[config.mk]
export PLATFORM = sky130hd
export DESIGN_NAME = uart_flow_multidrop_control
export DESIGN_NICKNAME = d
export VERILOG_FILES = /design/src/shared/flow_ctrl_pkg.sv /design/src/rtl/pin_sync.sv /design/src/rtl/uart_flow_multidrop_control.sv
export SDC_FILE = /design/constraint.sdc
export NUM_CORES = 1
export LEC_CHECK = 0
export ABC_AREA = 1
export BUFFER_PORTS_ARGS = -buffer_cell sky130_fd_sc_hd__buf_2
export CAP_MARGIN = 10
export CORE_MARGIN = 5
export CORE_UTILIZATION = 48
export CTS_BUF_LIST = sky130_fd_sc_hd__clkbuf_16
export DETAILED_ROUTE_END_ITERATION = 10
export GPL_TIMING_DRIVEN = 0
export HOLD_SLACK_MARGIN = 0.08
export PLACE_DENSITY_LB_ADDON = 0.12
export SYNTH_ARGS = -nofsm -noshare
export SYNTH_HDL_FRONTEND = slang
export SYNTH_HIERARCHICAL = 1
export SYNTH_SLANG_ARGS = --single-unit
[constraint.sdc]
create_clock -name ref_clk -period 1.82 [get_ports ref_clk]
set_input_delay 0.182 -clock ref_clk [delete_from_list [all_inputs] [get_ports ref_clk]]
set_output_delay 0.182 -clock ref_clk [all_outputs]
set_load 0.01 [all_outputs]
[src/shared/flow_ctrl_pkg.sv]
`default_nettype none
package flow_ctrl_pkg;
   // flow mode field codes
   localparam logic [2:0] FLOW_NONE      = 3'h0;
   localparam logic [2:0] FLOW_HW        = 3'h1;
   localparam logic [2:0] FLOW_SW        = 3'h2;
   localparam logic [2:0] FLOW_MD_TXANY  = 3'h3;
   localparam logic [2:0] FLOW_MD_TXADDR = 3'h4;
   // pin function select codes
   localparam logic [2:0] PIN_GPIO       = 3'h0;
   localparam logic [2:0] PIN_RTS_CTS    = 3'h1;
   localparam logic [2:0] PIN_DTR_DSR    = 3'h2;
   localparam logic [2:0] PIN_RS485_A    = 3'h3;
   localparam logic [2:0] PIN_RS485_B    = 3'h4;
   // field positions
   localparam int         HALF_DUPLEX_BIT = 3;
   localparam int         DE_INVERT_BIT   = 3;
   // turn-around delay range, in bit times
   localparam logic [3:0] DELAY_MAX      = 4'hF;
   localparam logic [3:0] DELAY_ZERO     = 4'h0;
   // receive FIFO depth and threshold for space
   localparam int         RX_LEVEL_W     = 9;
   localparam logic [8:0] RX_FIFO_DEPTH  = 9'h180;
   // synchroniser width
   localparam int         SYNC_STAGES    = 3;
endpackage : flow_ctrl_pkg
`default_nettype wire

[src/rtl/pin_sync.sv]
`default_nettype none
// ==========================================
// three-stage synchroniser with agreement filter
module pin_sync (
   input  wire logic ref_clk,
   input  wire logic rst_n,
   input  wire logic pin_in,
   output var  logic pin_out
);
   logic [flow_ctrl_pkg::SYNC_STAGES-1:0] sync_reg;

   // first stage is read only by the second
   always_ff @(posedge ref_clk or negedge rst_n) begin
      if (!rst_n) begin
         sync_reg <= 3'h7;
      end else begin
         sync_reg <= {sync_reg[1:0], pin_in};
      end
   end

   // accept a change only once stages two and three agree
   always_ff @(posedge ref_clk or negedge rst_n) begin
      if (!rst_n) begin
         pin_out <= 1'b1;
      end else if (sync_reg[1] == sync_reg[2]) begin
         pin_out <= sync_reg[2];
      end
   end
endmodule : pin_sync
`default_nettype wire

[src/rtl/uart_flow_multidrop_control.sv]
`default_nettype none
module uart_flow_multidrop_control (
   input  wire logic                               ref_clk,
   input  wire logic                               rst_n,
   // configuration
   input  wire logic [3:0]                         flow_mode,
   input  wire logic [3:0]                         pin_mode,
   input  wire logic [7:0]                         resume_char,
   input  wire logic [7:0]                         stop_char,
   input  wire logic [3:0]                         turnaround_delay,
   // transmit shift path
   input  wire logic                               tx_pending,
   input  wire logic                               tx_busy,
   input  wire logic                               tx_char_done,
   input  wire logic                               bit_tick,
   output var  logic                               tx_start_ok,
   // receive path
   input  wire logic                               rx_valid,
   input  wire logic [8:0]                         rx_data,
   input  wire logic [flow_ctrl_pkg::RX_LEVEL_W-1:0] rx_level,
   output var  logic                               rx_write,
   output var  logic [7:0]                         rx_write_data,
   // pins
   input  wire logic                               general_pin_4,
   input  wire logic                               general_pin_2,
   output var  logic                               general_pin_5,
   output var  logic                               general_pin_3,
   output var  logic                               md_rx_enabled,
   output var  logic                               sw_halted
);
   // ==========================================
   // mode decode
   typedef enum logic [2:0] {
      DE_IDLE  = 3'h1,
      DE_SEND  = 3'h2,
      DE_HOLD  = 3'h4
   } de_state_t;

   function automatic logic is_multidrop(input logic [2:0] m);
      is_multidrop = (m == flow_ctrl_pkg::FLOW_MD_TXANY) || (m == flow_ctrl_pkg::FLOW_MD_TXADDR);
   endfunction : is_multidrop

   wire logic [2:0] fmode      = flow_mode[2:0];
   wire logic [2:0] pmode      = pin_mode[2:0];
   wire logic       hw_flow    = (fmode == flow_ctrl_pkg::FLOW_HW);
   wire logic       sw_flow    = (fmode == flow_ctrl_pkg::FLOW_SW);
   wire logic       md_mode    = is_multidrop(fmode);
   wire logic       rts_mode   = hw_flow && (pmode == flow_ctrl_pkg::PIN_RTS_CTS);
   wire logic       dtr_mode   = hw_flow && (pmode == flow_ctrl_pkg::PIN_DTR_DSR);
   wire logic       rs485_mode = is_multidrop(pmode);
   wire logic       de_invert  = pin_mode[flow_ctrl_pkg::DE_INVERT_BIT];
   wire logic       half_dup   = flow_mode[flow_ctrl_pkg::HALF_DUPLEX_BIT];

   // ==========================================
   // synchronised handshake inputs
   logic cts_sync;
   logic dsr_sync;

   pin_sync cts_sync_inst (
      .ref_clk (ref_clk),
      .rst_n   (rst_n),
      .pin_in  (general_pin_4),
      .pin_out (cts_sync)
   );

   pin_sync dsr_sync_inst (
      .ref_clk (ref_clk),
      .rst_n   (rst_n),
      .pin_in  (general_pin_2),
      .pin_out (dsr_sync)
   );

   // ==========================================
   // receive classification
   wire logic rx_blank     = half_dup && tx_busy;
   wire logic rx_take      = rx_valid && !rx_blank;
   wire logic is_addr      = rx_data[8];
   wire logic addr_match   = (rx_data[7:0] == resume_char) || (rx_data[7:0] == stop_char);
   wire logic sw_stop_hit  = sw_flow && (rx_data[7:0] == stop_char);
   wire logic sw_go_hit    = sw_flow && (rx_data[7:0] == resume_char);
   wire logic md_addr_byte = md_mode && is_addr;
   wire logic store_ok     = md_mode ? (md_rx_enabled && !is_addr) : !(sw_stop_hit || sw_go_hit);
   wire logic rx_space     = (rx_level < flow_ctrl_pkg::RX_FIFO_DEPTH);

   logic md_rx_enabled_next;
   logic sw_halted_next;
   logic addr_seen_reg;
   logic addr_seen_next;

   // address filter; a non-match disables, later match re-enables
   always_comb begin
      md_rx_enabled_next = md_rx_enabled;
      addr_seen_next     = addr_seen_reg;
      if (!md_mode) begin
         md_rx_enabled_next = 1'b0;
         addr_seen_next     = 1'b0;
      end else if (rx_take && md_addr_byte) begin
         md_rx_enabled_next = addr_match;
         addr_seen_next     = addr_match;
      end
   end

   // pending halt waits for the character in the shifter to end
   logic halt_req_reg;
   logic halt_req_next;

   always_comb begin
      sw_halted_next = sw_halted;
      halt_req_next  = halt_req_reg;
      if (!sw_flow) begin
         sw_halted_next = 1'b0;
         halt_req_next  = 1'b0;
      end else if (rx_take && sw_go_hit) begin
         sw_halted_next = 1'b0;
         halt_req_next  = 1'b0;
      end else if (rx_take && sw_stop_hit) begin
         halt_req_next  = 1'b1;
         sw_halted_next = !tx_busy;
      end else if (halt_req_reg && (tx_char_done || !tx_busy)) begin
         sw_halted_next = 1'b1;
         halt_req_next  = 1'b0;
      end
   end

   always_ff @(posedge ref_clk or negedge rst_n) begin
      if (!rst_n) begin
         md_rx_enabled <= 1'b0;
         addr_seen_reg <= 1'b0;
         sw_halted     <= 1'b0;
         halt_req_reg  <= 1'b0;
      end else begin
         md_rx_enabled <= md_rx_enabled_next;
         addr_seen_reg <= addr_seen_next;
         sw_halted     <= sw_halted_next;
         halt_req_reg  <= halt_req_next;
      end
   end

   // FIFO write strobe, one cycle per stored byte
   always_ff @(posedge ref_clk or negedge rst_n) begin
      if (!rst_n) begin
         rx_write      <= 1'b0;
         rx_write_data <= 8'h00;
      end else begin
         rx_write      <= rx_take && store_ok;
         rx_write_data <= rx_data[7:0];
      end
   end

   // ==========================================
   // driver enable sequencing
   de_state_t  de_state_reg;
   de_state_t  de_state_next;
   logic [3:0] hold_cnt_reg;
   logic [3:0] hold_cnt_next;

   wire logic de_active = (de_state_reg != DE_IDLE);
   wire logic tx_end    = !tx_pending && !tx_busy;

   always_comb begin
      de_state_next = de_state_reg;
      hold_cnt_next = hold_cnt_reg;
      case (de_state_reg)
         DE_IDLE: begin
            if (rs485_mode && tx_pending) begin
               de_state_next = DE_SEND;
            end
         end
         DE_SEND: begin
            if (tx_end) begin
               if (turnaround_delay == flow_ctrl_pkg::DELAY_ZERO) begin
                  de_state_next = DE_IDLE;
               end else begin
                  de_state_next = DE_HOLD;
                  hold_cnt_next = turnaround_delay;
               end
            end
         end
         DE_HOLD: begin
            if (tx_pending) begin
               de_state_next = DE_SEND;
            end else if (bit_tick) begin
               hold_cnt_next = hold_cnt_reg - 4'h1;
               if (hold_cnt_reg == 4'h1) begin
                  de_state_next = DE_IDLE;
               end
            end
         end
         default: begin
            de_state_next = DE_IDLE;
         end
      endcase
      if (!rs485_mode) begin
         de_state_next = DE_IDLE;
      end
   end

   always_ff @(posedge ref_clk or negedge rst_n) begin
      if (!rst_n) begin
         de_state_reg <= DE_IDLE;
         hold_cnt_reg <= 4'h0;
      end else begin
         de_state_reg <= de_state_next;
         hold_cnt_reg <= hold_cnt_next;
      end
   end

   // ==========================================
   // transmit permission; start only once driver enable is already up
   wire logic cts_ok   = !rts_mode || !cts_sync;
   wire logic dsr_ok   = !dtr_mode || !dsr_sync;
   // next-state terms, so a stop character already blocks the very next start
   wire logic sw_ok    = !sw_flow || (!sw_halted_next && !halt_req_next);
   wire logic md_ok    = (fmode != flow_ctrl_pkg::FLOW_MD_TXADDR) || addr_seen_reg;
   // permit only while driver enable stays up across the edge, else a late start slips out
   wire logic de_ok    = !rs485_mode || ((de_state_reg == DE_SEND) && (de_state_next == DE_SEND));
   wire logic start_ok = cts_ok && dsr_ok && sw_ok && md_ok && de_ok;

   // handshake outputs are active low; high means stop sending to us
   wire logic ready_n  = !rx_space;
   wire logic pin5_nxt = rs485_mode ? (de_active ^ de_invert) : (rts_mode ? ready_n : 1'b1);
   wire logic pin3_nxt = dtr_mode ? ready_n : 1'b1;

   always_ff @(posedge ref_clk or negedge rst_n) begin
      if (!rst_n) begin
         tx_start_ok   <= 1'b0;
         general_pin_5 <= 1'b1;
         general_pin_3 <= 1'b1;
      end else begin
         tx_start_ok   <= start_ok;
         general_pin_5 <= pin5_nxt;
         general_pin_3 <= pin3_nxt;
      end
   end
endmodule : uart_flow_multidrop_control
`default_nettype wire

# Word level (Yosys, flattened, before mapping)
# Index checks and enable logic that the tools add are counted.
# op_classes
reduce_logical,48
n_mux,27
add_sub_neg,1
eq_ne,24
bitwise,1
n_shift,0
order_cmp,1
div_mod_pow,0
n_mul,0
# op_table
cell,count
1-bit logical AND,21
3-bit 2-to-1 mux,7
3-bit by 2-bit == test with 1-bit output (second input constant),6
8-bit == test,2
4-bit 2-to-1 mux,4
1-bit logical NOT,14
1-bit 2-to-1 mux,14
1-bit logical OR,10
3-bit by 1-bit == test with 1-bit output (second input constant),3
3-bit == test (second input constant),3
9-bit less-than comparator (second input constant),1
3-bit case mux with 3 select lines,1
2-bit != test (second input constant),4
4-bit case mux with 2 select lines,1
5-bit AND reduction,1
4-bit by 1-bit == test with 1-bit output (second input constant),1
4-bit logical NOT,1
4-bit by 1-bit subtractor with 4-bit output (second input constant),1
3-bit by 1-bit != test with 1-bit output (second input constant),1
3-bit != test (second input constant),1
1-bit == test,2
2-bit by 1-bit != test with 1-bit output (second input constant),1
2-bit nonzero test,1
1-bit bitwise XOR,1
# word_totals
word_cells,116
memories,0
rom_bits,0
mem_bits_rw,0
latch_bits,0
regBits,30
output_inout_bits,14
input_bits,55

# Longest topological paths before layout
# depth
word_depth,13
depth_mapped,11
ltp_nobuf,11

# By module
# The synthesis kept the hierarchy.
# by_module_without_submodules
module,area_each_um2,n_inst,seq_area_each_um2,cells_each
uart_flow_multidrop_control,1436.4,1,554.3,208
pin_sync,121.4,2,105.1,8

# Worst setup path after synthesis
# OpenSTA, ideal clock, no wires.
# synth_timing
path_type,register to register
start,register de_state_reg[1]
end,register hold_cnt_reg[3]
stages_incl_launch_ff,9
path_buffers,0
t_arrival_ns,1.242
slack_ns,0.454
synth_period_minus_slack_ns,1.366
path_cell_list,dfrtp_1 > nor3_4 > nand2_2 > nand2_1 > inv_2 > nor2_8 > inv_1 > nand2_1 > nand2_1
# synth_between
elab_chain_len,3
# synth_lines
element,line,text
from (decl),uart_flow_multidrop_control.sv:152,de_state_t de_state_reg;
from (signal assigned),uart_flow_multidrop_control.sv:203,de_state_reg <= de_state_next;
3-bit by 2-bit == test with 1-bit output or 3-bit == test (tied branches),uart_flow_multidrop_control.sv:163,case (de_state_reg)
2-bit != test (no source line) or 2-bit nonzero test (tied branches),-,
5-bit AND reduction (no source line),-,
to (signal assigned),uart_flow_multidrop_control.sv:204,hold_cnt_reg <= hold_cnt_next;
to (decl),uart_flow_multidrop_control.sv:154,logic [3:0] hold_cnt_reg;
# Parallel ways exist; a longest one is shown, timed or not.
# A chain may end at the register's enable or synchronous reset.

# Worst setup path in the final report
# layout_timing
start,input rx_data[6]
end,register tx_start_ok
# layout_between
elab_chain_len,12
# layout_lines
element,line,text
from (decl),uart_flow_multidrop_control.sv:19,"input wire logic [8:0] rx_data,"
8-bit == test,uart_flow_multidrop_control.sv:79,wire logic sw_stop_hit = sw_flow && (rx_data[7:0] == stop_char);
1-bit logical AND,uart_flow_multidrop_control.sv:79,
1-bit logical AND,uart_flow_multidrop_control.sv:116,end else if (rx_take && sw_stop_hit) begin
1-bit 2-to-1 mux,uart_flow_multidrop_control.sv:116,
1-bit 2-to-1 mux *,uart_flow_multidrop_control.sv:113,end else if (rx_take && sw_go_hit) begin
1-bit 2-to-1 mux *,uart_flow_multidrop_control.sv:110,if (!sw_flow) begin
named net sw_halted_next,uart_flow_multidrop_control.sv:86,logic sw_halted_next;
1-bit logical NOT *,uart_flow_multidrop_control.sv:213,wire logic sw_ok = !sw_flow || (!sw_halted_next && !halt_req_next);
1-bit logical AND *,uart_flow_multidrop_control.sv:213,
1-bit logical OR *,uart_flow_multidrop_control.sv:213,
1-bit logical AND * (3 in a row),uart_flow_multidrop_control.sv:217,wire logic start_ok = cts_ok && dsr_ok && sw_ok && md_ok && de_ok;
named net start_ok,uart_flow_multidrop_control.sv:217,
to (signal assigned),uart_flow_multidrop_control.sv:230,tx_start_ok <= start_ok;
to (decl),uart_flow_multidrop_control.sv:16,"output var logic tx_start_ok,"
# The timed path passes the listed nets; every way through them passes the cells marked *.

==> flow_metrics.tcl <==
set metrics [dict create \
    status "complete, no violations" \
    drt_iter0_drc 86 \
    cp_common_cell "nand2_1" \
    max_freq_mhz 627.3 \
    required_ns 1.97 \
    synth_area_leader_cell "dfrtp_1" \
    yosys.area.top_type_share_pct 28.32 \
    area_growth_pct 36.74 \
    synth-adder-area-share_pct 1.490 \
    cpMaxStageDelayCell "dlygate4sd3_1" \
    setup_viol 0 \
    hold_start "rx_level[7]" \
    rr_worst_depth 8 \
    peakVddDrop_mv 0.5617 \
    cts_tree "done" \
    diodes 0 \
    crit_cells 13 \
    clk-insertion-delay-late_ns 0.27 \
    avgViaCountPerCell 4.597 \
    slew_headroom_pct 54.81 \
    final.setup.tns_ns 0 \
    hold_violations 0 \
    io_pins 69 \
    timing.rr.start "de_state_reg[1]" \
    regToRegSetupSlack_ns 0.29 \
    synth_compound_area_share_pct 8.271 \
    muxShareOfSynthArea_pct 0 \
    antenna_left 0 \
    finalPower_uw 1886 \
    p_per_area_nw_per_um2 821.2 \
    synthCells 224 \
    end_kind "flop" \
    cts_setup_buffers 0 \
    initial_core_util_pct 49.93 \
    drive_gt1_share_pct 29.93 \
    track_usage_pct 17.44 \
    vias 1609 \
    chipHeight_um 69.15 \
    netlist_area_um2 1679 \
    cp.arrival_ns 1.75 \
    numCtsBuffers 5 \
    fp.dieArea_um2 4781 \
    syn_nets 281 \
    cp_max_fo 4 \
    die_x_um 69.15 \
    nNetsFinal 360 \
    period_minus_slack_ns 1.594 \
    clkSlewWorstSetupHoldPaths_ns 0.05 \
    rows 21 \
    setup_slack_ns 0.2260 \
    finClkSkew_ns 0.001769 \
    cts.sink_count 30 \
    yosys_warnings 6 \
    cp_cell_sequence "dlygate4sd3_1 -> buf_2 -> inv_1 -> nand2_1 -> nand2_1 -> nor2_1 -> nand2_1 -> nor2_2 -> nand2_1 -> nand2_1 -> inv_1 -> nor2_1 -> nor2_1" \
    hold_path.class "in2reg" \
    grt_overflow_total 0 \
    core_area_um2 3363 \
    port_buffers 61 \
    drc 0 \
    worstSetupStartpoint "rx_data[6]" \
    postLayoutCoreUtil_pct 68.27 \
    synth.area.top_cells "dfrtp_1 28%, dfstp_2 17%, nand2_1 14%, inv_1 9.4%, nor2_1 5.6%" \
    path_class "in2reg" \
    min_to "general_pin_3" \
    synthXorXnorAreaFrac_pct 5.216 \
    clk_path_buf_depth 2 \
    dpl_worst_slack_ns 0.2870 \
    synth.distinct_cells 25 \
    rsz0062_at_grt "no" \
    grt_max_degree 31 \
    globalplace.congestion 0.8551 \
    antenna_found_initial 0 \
    syn_area_per_cell_um2 7.496 \
    fin_crit_sh_pct 87.58 \
    synth_simple_gate_area_share_pct 28.99 \
    wl_per_cell_um 10.91 \
    slew_viol_final 0 \
    ys_seq_area_share_pct 45.53 \
    dp_hpwl_mm 2.873 \
    maxCapViolCount 0 \
    r2r_end "hold_cnt_reg[3]" \
    drt_pass1_iterations 4 \
    p_leak_uw 0.001248 \
    largest_reg_flops 8 \
    critical-path-top-delay-family "simple AND/OR/NAND/NOR gates" \
    hold_depth 3 \
    critical_path_buf_inv_count 4 \
    routed_wl_mm 3.819 \
    htreeDepth 2 \
    hold_ws_ns 0.1574 \
    synth_top_family_by_area "simple AND/OR/NAND/NOR gates" \
    grt_pass1_vias 1620 \
    start_kind "input pin" \
    ys_ff_latch 30 \
    critPathMaxStageDelay_ns 0.53 \
    cts.root.buffer_cell "clkbuf_16" \
    worst_pin_slew_ns 0.6779 \
    grt_pass1_wl_mm 6.837 \
]
-- logic make-up after synthesis --
family | Yosys count
xor gates and xnor gates | 10
buffers and inverters | 47
adders and majority gates | 2
DFF | 30
and+or+nand+nor | 112
AOI/OAI and AO/OA | 23
-- tightest hold or removal path, stage by stage --
cell and delay (ns):
buf_2 0.11, nand2_1 0.05, nand3_1 0.08
-- Yosys cell counts --
library cell / count
xor2_1: 3
ha_1: 2
dfrtp_1: 19
o21ai_1: 3
inv_2: 5
dfstp_2: 11
o22ai_2: 1
nand4_1: 2
o211ai_2: 1
inv_1: 42
o21ai_0: 5
nand2_1: 63
a21oi_1: 9
nor3_1: 8
o211ai_1: 2
nor3_4: 1
a21o_1: 1
nor4_1: 1
nor2_1: 25
xnor2_1: 7
nand2_2: 1
nor2_8: 1
nor3_2: 1
nand3_1: 9
o22ai_1: 1
-- cell usage in the layout, fill, tap and decap left out, types with 2 or more instances in the layout --
master,instances
nand2_1,63
buf_2,61
inv_1,42
nor2_1,24
dfrtp_1,19
dfstp_2,11
dlygate4sd3_1,11
nand3_1,9
a21oi_1,9
nor3_1,8
xnor2_1,7
o21ai_0,5
inv_2,5
clkbuf_16,5
xor2_1,3
o21ai_1,3
nand4_1,2
o211ai_1,2
ha_1,2
-- area by class of cell --
class / instances / area (um2)
Fill cell: 318 / 1067
Clock inverter: 3 / 16.27
Inverter: 47 / 176.4
Multi-Input combinational cell: 147 / 740.7
Sequential cell: 30 / 764.5
Tap cell: 46 / 57.56
Timing Repair Buffer: 72 / 415.4
Clock buffer: 5 / 125.1
-- per-layer routing --
metal | vias to the layer above | wire, um | GRT usage [%]
met5 | - | 0 | 0
li1 | 843 | - | -
met2 | 42 | 1893 | 30.30
met1 | 720 | 1595 | 19.41
met4 | 0 | 29 | 5.206
met3 | 4 | 300 | 7.122
-- worst max-delay path by stage --
stage                           end
floorplan           hold_cnt_reg[3]
global placement    hold_cnt_reg[3]
detailed placement  hold_cnt_reg[3]
CTS                     tx_start_ok
global route            tx_start_ok
finish                  tx_start_ok
-- repair_timing --
action	CTS	global route
endpoints found under the setup margin	0	1
endpoints found under the hold margin	29	0
hold buffers	11	0
gates resized for setup	0	1
-- where the power goes --
part | internal [uW] | switching (uW)
combinational | 152 | 180
clock | 497 | 277
sequential | 742 | 36.5
total | 1390 | 494
-- stage by stage --
stage | cells | cell area (um2)
CTS | 350 | 2293
floorplan | 224 | 1679
finish | 350 | 2296
global placement | 331 | 2042
global route | 350 | 2296
detailed placement | 331 | 2042
Note: power is estimated with default switching activity, not from simulation.
